$ cat src/design/sld_pkg.sv
// Shared definitions for the segment display driver: register map, fields, resets, types.
// Assumes a byte-wide register port on a single 10 MHz clock.
package sld_pkg;
    localparam int ADDR_W = 6;
    localparam int DATA_W = 8;
    localparam int NUM_FP = 40;
    localparam int NUM_BP = 4;
    localparam int SEG_BYTES = 20;
    localparam int RAM_AW = 5;
    // Register map (byte addresses)
    localparam logic [5:0] OFF_CTRL0 = 6'h00;
    localparam logic [5:0] OFF_FPEN0 = 6'h01;
    localparam logic [5:0] OFF_FPEN4 = 6'h05;
    localparam logic [5:0] OFF_STATUS = 6'h06;
    localparam logic [5:0] OFF_RAM0 = 6'h08;
    localparam logic [5:0] OFF_RAM_LAST = 6'h1b;
    // Control zero fields
    localparam int BIT_ENABLE = 7;
    localparam int BIT_BIAS = 4;
    localparam int BIT_PRESC_HI = 3;
    localparam int BIT_PRESC_LO = 2;
    localparam int BIT_MUX_HI = 1;
    localparam int BIT_MUX_LO = 0;
    // Reset values: four backplanes, third bias, drive off
    localparam logic [1:0] RST_MUX = 2'h0;
    localparam logic RST_BIAS = 1'b1;
    localparam logic [1:0] RST_PRESC = 2'h0;
    localparam logic [NUM_FP-1:0] RST_FPEN = 40'h00_0000_0000;
    // Prescale division counts
    localparam logic [9:0] DIV_64 = 10'h040;
    localparam logic [9:0] DIV_128 = 10'h080;
    localparam logic [9:0] DIV_256 = 10'h100;
    localparam logic [9:0] DIV_512 = 10'h200;
    // Drive levels on a pin, in quarters of the reference span (0..3 of V0..V3)
    typedef logic [1:0] sld_level_t;
    typedef enum logic [1:0] {
        SLD_MUX_FOUR = 2'b00,
        SLD_MUX_ONE = 2'b01,
        SLD_MUX_TWO = 2'b10,
        SLD_MUX_THREE = 2'b11
    } sld_mux_t;
    typedef struct packed {
        logic [ADDR_W-1:0] addr;
        logic [DATA_W-1:0] wdata;
        logic wr;
        logic rd;
    } sld_bus_req_t;
    typedef struct packed {
        logic drive_enable;
        logic bias_third;
        logic [1:0] prescale;
        logic [1:0] mux;
    } sld_ctrl_t;
endpackage : sld_pkg

$ cat src/design/sld_driver.sv
// Segment display driver: control registers, prescaler, phase sequencer, pin waveforms.
// Assumes a byte register port on ref_clk and a slow source clock arriving as a pin.
//
// The register addresses and the plain strobed port are this design's own decisions.
`timescale 1ns/100ps
`default_nettype none
module sld_driver (
    input wire logic ref_clk, // 10 MHz clock
    input wire logic rst_n, // Synchronous reset, active low
    input wire logic [5:0] reg_addr, // Register byte address
    input wire logic [7:0] reg_wdata, // Write data
    input wire logic reg_wr, // Write strobe
    input wire logic reg_rd, // Read strobe
    output logic [7:0] reg_rdata, // Read data, cycle after strobe
    input wire logic slow_source_clock, // Slow source clock pin
    output logic [7:0] fp_level [0:39], // Unused; see level outputs below
    output logic [1:0] backplane_outputs [0:3], // Backplane drive level
    output logic [3:0] backplane_oe_n, // Backplane output enable, low drives
    output logic [1:0] frontplane_outputs [0:39], // Frontplane drive level
    output logic [39:0] frontplane_oe_n, // Frontplane output enable, low drives
    output logic frame_start, // One-cycle pulse at each frame start
    output logic bias_half // Level scheme: 1 for half bias, else third or full
);
    localparam int NB = sld_pkg::NUM_BP;
    localparam int NF = sld_pkg::NUM_FP;

    // Byte index into segment memory for a register address
    function automatic logic [4:0] ram_index(input logic [5:0] a);
        logic [5:0] d;
        d = a - sld_pkg::OFF_RAM0;
        return d[4:0];
    endfunction : ram_index

    function automatic logic is_ram(input logic [5:0] a);
        return (a >= sld_pkg::OFF_RAM0) && (a <= sld_pkg::OFF_RAM_LAST);
    endfunction : is_ram

    // Number of active backplanes minus one, from duty code
    function automatic logic [1:0] last_phase(input logic [1:0] m);
        case (m)
            sld_pkg::SLD_MUX_ONE: return 2'h0;
            sld_pkg::SLD_MUX_TWO: return 2'h1;
            sld_pkg::SLD_MUX_THREE: return 2'h2;
            default: return 2'h3;
        endcase
    endfunction : last_phase

    // Control state
    sld_pkg::sld_ctrl_t ctrl_reg, ctrl_next;
    logic [NF-1:0] fpen_reg, fpen_next;
    logic [7:0] rdata_reg, rdata_next;
    logic rd_ram_reg, rd_ram_next;
    logic [1:0] phase_reg, phase_next;
    logic frame_start_reg, frame_start_next;

    always_comb begin
        ctrl_next = ctrl_reg;
        fpen_next = fpen_reg;
        rd_ram_next = reg_rd && is_ram(reg_addr);
        rdata_next = 8'h00;
        if (reg_wr) begin
            if (reg_addr == sld_pkg::OFF_CTRL0) begin
                ctrl_next.drive_enable = reg_wdata[sld_pkg::BIT_ENABLE];
                ctrl_next.bias_third = reg_wdata[sld_pkg::BIT_BIAS];
                ctrl_next.prescale = {reg_wdata[sld_pkg::BIT_PRESC_HI],
                                      reg_wdata[sld_pkg::BIT_PRESC_LO]};
                ctrl_next.mux = {reg_wdata[sld_pkg::BIT_MUX_HI], reg_wdata[sld_pkg::BIT_MUX_LO]};
            end
            for (int i = 0; i < 5; i++) begin
                if (reg_addr == sld_pkg::OFF_FPEN0 + 6'(i)) begin
                    fpen_next[i*8 +: 8] = reg_wdata;
                end
            end
        end
        if (reg_rd) begin
            if (reg_addr == sld_pkg::OFF_CTRL0) begin
                rdata_next[sld_pkg::BIT_ENABLE] = ctrl_reg.drive_enable;
                rdata_next[sld_pkg::BIT_BIAS] = ctrl_reg.bias_third;
                rdata_next[sld_pkg::BIT_PRESC_HI] = ctrl_reg.prescale[1];
                rdata_next[sld_pkg::BIT_PRESC_LO] = ctrl_reg.prescale[0];
                rdata_next[sld_pkg::BIT_MUX_HI] = ctrl_reg.mux[1];
                rdata_next[sld_pkg::BIT_MUX_LO] = ctrl_reg.mux[0];
            end
            for (int i = 0; i < 5; i++) begin
                if (reg_addr == sld_pkg::OFF_FPEN0 + 6'(i)) begin
                    rdata_next = fpen_reg[i*8 +: 8];
                end
            end
            if (reg_addr == sld_pkg::OFF_STATUS) begin
                rdata_next = {4'h0, frame_start_reg, ctrl_reg.drive_enable, phase_reg};
            end
        end
    end

    always_ff @(posedge ref_clk) begin
        if (!rst_n) begin
            ctrl_reg.drive_enable <= 1'b0;
            ctrl_reg.bias_third <= sld_pkg::RST_BIAS;
            ctrl_reg.prescale <= sld_pkg::RST_PRESC;
            ctrl_reg.mux <= sld_pkg::RST_MUX;
            fpen_reg <= sld_pkg::RST_FPEN;
            rdata_reg <= 8'h00;
            rd_ram_reg <= 1'b0;
        end else begin
            ctrl_reg <= ctrl_next;
            fpen_reg <= fpen_next;
            rdata_reg <= rdata_next;
            rd_ram_reg <= rd_ram_next;
        end
    end

    // Segment memory: the bus port works whatever the drive enable says
    logic [7:0] ram_a_rdata, ram_b_rdata;
    logic [4:0] scan_reg, scan_next;
    sld_seg_ram u_ram (
        .ref_clk(ref_clk),
        .a_we(reg_wr && is_ram(reg_addr)),
        .a_addr(ram_index(reg_addr)),
        .a_wdata(reg_wdata),
        .a_rdata(ram_a_rdata),
        .b_addr(scan_reg),
        .b_rdata(ram_b_rdata)
    );
    // Control writes never reach the array
    always_comb begin
        reg_rdata = rd_ram_reg ? ram_a_rdata : rdata_reg;
    end

    // Slow source clock pin: two flops, then edge detect on the second
    logic src_s1_reg, src_s2_reg, src_s3_reg;
    always_ff @(posedge ref_clk) begin
        if (!rst_n) begin
            src_s1_reg <= 1'b0;
            src_s2_reg <= 1'b0;
            src_s3_reg <= 1'b0;
        end else begin
            src_s1_reg <= slow_source_clock;
            src_s2_reg <= src_s1_reg;
            src_s3_reg <= src_s2_reg;
        end
    end
    logic src_rise;
    assign src_rise = src_s2_reg && !src_s3_reg;

    // Prescaler and phase sequencer
    logic [9:0] div_reg, div_next, div_count;
    logic tick;
    always_comb begin
        case (ctrl_reg.prescale)
            2'b00: div_count = sld_pkg::DIV_64;
            2'b01: div_count = sld_pkg::DIV_128;
            2'b10: div_count = sld_pkg::DIV_256;
            default: div_count = sld_pkg::DIV_512;
        endcase
        div_next = div_reg;
        phase_next = phase_reg;
        tick = 1'b0;
        frame_start_next = 1'b0;
        if (!ctrl_reg.drive_enable) begin
            div_next = 10'h000;
            phase_next = 2'h0;
        end else if (ctrl_next.prescale != ctrl_reg.prescale) begin
            // Restart on a new prescale so a shorter count never meets a stale larger one
            div_next = 10'h000;
        end else if (src_rise) begin
            if (div_reg >= div_count - 10'h001) begin
                div_next = 10'h000;
                tick = 1'b1;
            end else begin
                div_next = div_reg + 10'h001;
            end
        end
        if (tick) begin
            if (phase_reg >= last_phase(ctrl_reg.mux)) begin
                phase_next = 2'h0;
                frame_start_next = 1'b1;
            end else begin
                phase_next = phase_reg + 2'h1;
            end
        end
    end

    // Engine scans the 20 bytes continuously so a whole copy is kept in flops
    logic [159:0] seg_reg, seg_next;
    logic [4:0] scan_d_reg;
    always_comb begin
        scan_next = (scan_reg == 5'(sld_pkg::SEG_BYTES - 1)) ? 5'h00 : scan_reg + 5'h01;
        seg_next = seg_reg;
        seg_next[scan_d_reg*8 +: 8] = ram_b_rdata;
    end

    always_ff @(posedge ref_clk) begin
        if (!rst_n) begin
            div_reg <= 10'h000;
            phase_reg <= 2'h0;
            frame_start_reg <= 1'b0;
            scan_reg <= 5'h00;
            scan_d_reg <= 5'h00;
            seg_reg <= 160'h0;
        end else begin
            div_reg <= div_next;
            phase_reg <= phase_next;
            frame_start_reg <= frame_start_next;
            scan_reg <= scan_next;
            scan_d_reg <= scan_reg;
            seg_reg <= seg_next;
        end
    end

    // Level scheme: full bias uses levels 0/3, half 0/1(mid)/3, third all four.
    // Every other frame is inverted (alternating polarity), chosen by frame parity
    // to keep the panel DC free.
    logic pol_reg, pol_next;
    logic [1:0] nb_m1;
    logic half_b, full_b;
    always_comb begin
        nb_m1 = last_phase(ctrl_reg.mux);
        full_b = (ctrl_reg.mux == sld_pkg::SLD_MUX_ONE);
        half_b = (ctrl_reg.mux == sld_pkg::SLD_MUX_TWO) && !ctrl_reg.bias_third;
        pol_next = frame_start_next ? !pol_reg : pol_reg;
    end

    // Select: backplane active level is 3 (or 0 inverted); inactive 1 or 2 in third bias,
    // 1 (mid) in half bias. Frontplane ON is opposite extreme, OFF is the other mid level in third bias, 1 in half bias, the backplane level in full bias.
    function automatic logic [1:0] lv(input logic hi, input logic mid, input logic hb,
                                      input logic fb, input logic p);
        logic [1:0] r;
        r = 2'h0;
        if (!mid) begin
            r = (hi ^ p) ? 2'h3 : 2'h0;
        end else if (fb) begin
            // Full bias OFF follows the backplane so the cell sees no voltage
            r = p ? 2'h0 : 2'h3;
        end else if (hb) begin
            r = 2'h1;
        end else begin
            r = (hi ^ p) ? 2'h2 : 2'h1;
        end
        return r;
    endfunction : lv

    logic [1:0] bp_next [0:3];
    logic [3:0] bp_oe_next;
    logic [1:0] fp_next [0:39];
    logic [39:0] fp_oe_next;
    genvar g;
    generate
        for (g = 0; g < NB; g++) begin : g_bp
            always_comb begin
                // Fixed per mode, independent of memory
                bp_next[g] = lv(1'b1, (2'(g) != phase_reg), half_b, 1'b0, pol_reg);
                bp_oe_next[g] = !(ctrl_reg.drive_enable && (2'(g) <= nb_m1));
            end
        end
        for (g = 0; g < NF; g++) begin : g_fp
            always_comb begin
                logic on;
                on = 1'b0;
                on = seg_reg[(g/2)*8 + (g%2)*4 + phase_reg];
                // ON drives the opposite extreme; OFF stays at a middle level, or follows the backplane in full bias
                fp_next[g] = lv(1'b0, !on, half_b, full_b && !on, pol_reg);
                fp_oe_next[g] = !(ctrl_reg.drive_enable && fpen_reg[g]);
            end
        end
    endgenerate

    always_ff @(posedge ref_clk) begin
        if (!rst_n) begin
            pol_reg <= 1'b0;
            backplane_oe_n <= 4'hf;
            frontplane_oe_n <= 40'hff_ffff_ffff;
            frame_start <= 1'b0;
            bias_half <= 1'b0;
            for (int i = 0; i < NB; i++) backplane_outputs[i] <= 2'h0;
            for (int i = 0; i < NF; i++) frontplane_outputs[i] <= 2'h0;
            for (int i = 0; i < NF; i++) fp_level[i] <= 8'h00;
        end else begin
            pol_reg <= pol_next;
            backplane_oe_n <= bp_oe_next;
            frontplane_oe_n <= fp_oe_next;
            frame_start <= frame_start_reg;
            bias_half <= half_b;
            for (int i = 0; i < NB; i++) backplane_outputs[i] <= bp_next[i];
            for (int i = 0; i < NF; i++) frontplane_outputs[i] <= fp_next[i];
            for (int i = 0; i < NF; i++) fp_level[i] <= 8'h00;
        end
    end

    property p_reset_float;
        @(posedge ref_clk) !rst_n |=> (backplane_oe_n == 4'hf) && (&frontplane_oe_n);
    endproperty
    a_reset_float: assert property (p_reset_float) else $error("pins not floated by reset");
    property p_reset_mode;
        @(posedge ref_clk) !rst_n |=> ctrl_reg.mux == 2'h0 && ctrl_reg.bias_third;
    endproperty
    a_reset_mode: assert property (p_reset_mode) else $error("reset mode wrong");
    property p_wrap;
        @(posedge ref_clk) disable iff (!rst_n) tick && phase_reg == nb_m1 |=> phase_reg == 2'h0;
    endproperty
    a_wrap: assert property (p_wrap) else $error("phase did not wrap");
    property p_frame;
        @(posedge ref_clk) disable iff (!rst_n) frame_start_reg |-> $past(tick);
    endproperty
    a_frame: assert property (p_frame) else $error("frame start without tick");
    property p_div;
        @(posedge ref_clk) disable iff (!rst_n) tick |-> div_reg == div_count - 10'h001;
    endproperty
    a_div: assert property (p_div) else $error("tick at wrong count");
    property p_unused_bp;
        @(posedge ref_clk) disable iff (!rst_n)
            ctrl_reg.mux == 2'b01 |=> backplane_oe_n[3:1] == 3'h7;
    endproperty
    a_unused_bp: assert property (p_unused_bp) else $error("unused backplane driven");
    property p_fp_gate;
        @(posedge ref_clk) disable iff (!rst_n)
            !ctrl_reg.drive_enable |=> &frontplane_oe_n;
    endproperty
    a_fp_gate: assert property (p_fp_gate) else $error("frontplane driven while off");
    property p_fp_start;
        @(posedge ref_clk) disable iff (!rst_n)
            ctrl_reg.drive_enable && fpen_reg[0] |=> !frontplane_oe_n[0];
    endproperty
    a_fp_start: assert property (p_fp_start) else $error("frontplane not started");
endmodule : sld_driver
`default_nettype wire

$ cat src/design/sld_seg_ram.sv
// Dual-port segment memory, 20 bytes: port A is the register bus, port B the display engine.
// Assumes one clock; both read ports return data from a register one cycle later.
`timescale 1ns/100ps
`default_nettype none
module sld_seg_ram (
    input wire logic ref_clk, // Clock
    input wire logic a_we, // Bus write strobe
    input wire logic [4:0] a_addr, // Bus byte index
    input wire logic [7:0] a_wdata, // Bus write data
    output logic [7:0] a_rdata, // Bus read data, registered
    input wire logic [4:0] b_addr, // Engine byte index
    output logic [7:0] b_rdata // Engine read data, registered
);
    // No reset on the array: contents are undefined until software fills them
    logic [7:0] mem [0:19];
    always_ff @(posedge ref_clk) begin
        if (a_we) begin
            mem[a_addr] <= a_wdata;
        end
        a_rdata <= mem[a_addr];
        b_rdata <= mem[b_addr];
    end
endmodule : sld_seg_ram
`default_nettype wire

$ cat config.mk
export PLATFORM = sky130hd
export DESIGN_NAME = sld_driver
export DESIGN_NICKNAME = d
export VERILOG_FILES = /design/src/design/sld_pkg.sv /design/src/design/sld_driver.sv /design/src/design/sld_seg_ram.sv
export SDC_FILE = /design/constraint.sdc
export NUM_CORES = 1
export LEC_CHECK = 0
export BUFFER_PORTS_ARGS = -buffer_cell sky130_fd_sc_hd__clkbuf_2
export CAP_MARGIN = 15
export CORE_AREA = 5 5 456 233
export DETAILED_ROUTE_END_ITERATION = 16
export DIE_AREA = 0 0 461 238
export PLACE_DENSITY_LB_ADDON = 0.1
export SKIP_LAST_GASP = 1
export SLEW_MARGIN = 0
export SYNTH_ARGS = -nofsm -noshare
export SYNTH_HDL_FRONTEND = slang
export SYNTH_SLANG_ARGS = --single-unit
$ cat constraint.sdc
create_clock -name ref_clk -period 5.85 [get_ports ref_clk]
set_input_delay 1.17 -clock ref_clk [delete_from_list [all_inputs] [get_ports ref_clk]]
set_output_delay 1.17 -clock ref_clk [all_outputs]
set_load 0.01 [all_outputs]
==> results.cfg <==
[status]
run_status = complete, no violations

[cells_and_area]
final_cell_mix = dfxtp_1 (388), conb_1 (320), nand2_1 (191), nand3_1 (170)
final_common_cell = dfxtp_1
drive_gt1_share_pct = 16.8
nets = 2405
n_fill_cell = 10700
syn2layout_area_growth_pct = 11.2

[critical_path]
cp-end-kind = flop
path_class = reg -> reg
worstPathArrival_ps = 4380
startpoint_type = flop
crit_required_ps = 6370
crit_fanout = 16

[yosys]
synth_edf_count = 160
yosys.area.top_type_share_pct = 31.1
netlist_instances = 2280
synth_area_per_cell_sq_um = 11.1
async_flop_share_pct = 0
synthFlopType = dfxtp_1
synth.area.top_cells = dfxtp_1 (31%), edfxtp_1 (19%), buf_4 (9.7%)
synth_area_sq_mm = 0.0253
yosys.area.top_type = dfxtp_1
ys_types = 61
synth-seq-cells = 552
ys_seq_area_share_pct = 50.1
yosysWarnings = 0

[clock_network]
htree_levels = 2
cts_buffer_depth = 3
cts_inserted_buffers = 58
post_cts_buffers = 0
clock_sinks = 552
ctsHoldBuffers = 0
cts_tree = done
clk_pin_slew_ps = 70
root_buffer = clkbuf_16
clk_latency_ps = 660
post_cts_resized = 0

[route]
ant_nets = 0
avgViaCountPerCell = 4.46
vias = 16900
avgRoutedWirePerCell_um = 21.3
drtIter0Drc = 1184
drc_errors = 0
wl_um = 80400
drtPass1Iterations = 5

[floorplanning]
die_h_um = 238
pin_count = 481
initial_utilization_pct = 24.8
die_w_um = 461
core_sq_mm = 0.102
fp-row-count = 83
die-area_sq_mm = 0.110

[placed_design]
place_hpwl_um = 58100
io_buffers = 160
place_congestion = 0.870

[timing]
skew_ps = 29.8
min_period_ps = 3860
setup_violations = 0
worstMarginPinSlew_ps = 1070
setup-tns-final_ps = 0
rsz0062_at_grt = no
fmax_mhz = 259
hold_viol = 0
relSlewSlack_pct = 28.7
drv_slew = 0
period_share_pct = 66.0

[min_path]
hold_path.class = reg -> reg

[grt]
grt_pass1_wl_um = 114000
grt_use_total_pct = 13.9
antenna_found_initial = 4
grt_pass1_vias = 15800
grt_max_degree = 117
overflow = 0

[power_and_ir_drop]
peakVddDrop_mv = 0.212
power_density_mw_per_mm2 = 301
p_leak_nw = 10.9
power_mw = 8.47

[job]
drv_cap = 0
[cell families (layout without fill, tap and decap cells)]
kind of cell	after synthesis	count (layout)	share of synthesized area, %
multiplexers	226	226	14.0
adder cells (fa/ha/maj)	19	19	0.941
XOR/XNOR	11	11	0.381
flip-flops	552	552	50.1
AND/OR/NAND/NOR	648	648	12.9
AO/OA/AOI/OAI	331	331	9.32
buffers and inverters	492	309	12.4
other	1	324	0.0148
[where the power goes]
group	switching, mW	internal [mW]
Sequential	0.0582	3.98
Clock	1.66	2.18
Combinational	0.426	0.160
[critical path: stages, from the launching register on]
cell and delay, ps:
dfxtp_1 670, inv_1 150, ha_1 300, nor3b_1 180, ha_1 440, nand3b_1 150
o41ai_4 780, nand4_1 690, nand3_1 270, o21ai_0 100
[layer usage]
layer / GRT usage (%) / vias to the layer above / share of wire (%)
met5: 0 / - / 0
met1: 24.0 / 8555 / 56
met4: 2.63 / 0 / 1.5
met2: 16.6 / 500 / 36
li1: - / 7716 / -
met3: 3.27 / 86 / 7.0
[cell type report]
class / count / area, sq um / share of cell area, %
antenna: 4 / 10.0 / 0.0356
tap: 1360 / 1700 / 6.06
timing repair buffer: 178 / 946 / 3.37
clock inverter: 23 / 254 / 0.904
clock buffer: 86 / 1720 / 6.12
multi-input combinational: 1555 / 10700 / 38.1
sequential: 552 / 12700 / 45.1
inverter: 22 / 82.6 / 0.294
[Yosys cell counts, drive strengths merged (2+ instances only)]
cell and number:
o31ai 3, buf 379, o22ai 24, nand4 21, a21oi 29, nand3 175
mux4 100, nor2b 58, mux2i 114, a222oi 7, and3 13, inv 22
dfxtp 392, nand2 191, o221ai 2, nand4b 5, o211a 80, ha 19
nor3 8, or3 3, a22o 11, nor4 15, nand3b 4, a21boi 41
clkbuf 91, nand2b 56, nor2 68, nor4b 2, xnor2 4, and4b 2
or2 2, a211oi 11, mux2 12, o21ai 116, and2 23, edfxtp 160
xor2 7
[through the flow]
| step | worst slack, ps | cell area, sq um | util (%) | hold slack, ps | instances |
|---|---|---|---|---|---|
| final | 1990 | 28100 | 27.6 | 403 | 3780 |
| after detailed placement | 1620 | 26100 | 25.7 | 391 | 3667 |
| after global placement | 1620 | 26100 | 25.7 | 394 | 3667 |
| after CTS | 1930 | 28100 | 27.6 | 404 | 3776 |
| after floorplan | 2820 | 26500 | - | 367 | 2599 |
| after global routing | 1620 | 28100 | 27.6 | 421 | 3777 |
[final timing paths]
| check | from | end | slack (ps) | cells past startpoint |
|---|---|---|---|---|
| worst min-delay path | fpen_reg[22] | frontplane_oe_n[22] | 400 | 1 |
| worst min register to register | fpen_reg[22] | frontplane_oe_n[22] | 400 | 1 |
| worst max register to register | scan_d_reg[0] | seg_reg[129] | 1990 | 9 |
| worst max-delay path | scan_d_reg[0] | seg_reg[129] | 1990 | 9 |
Power figures use the tool's default switching activity.
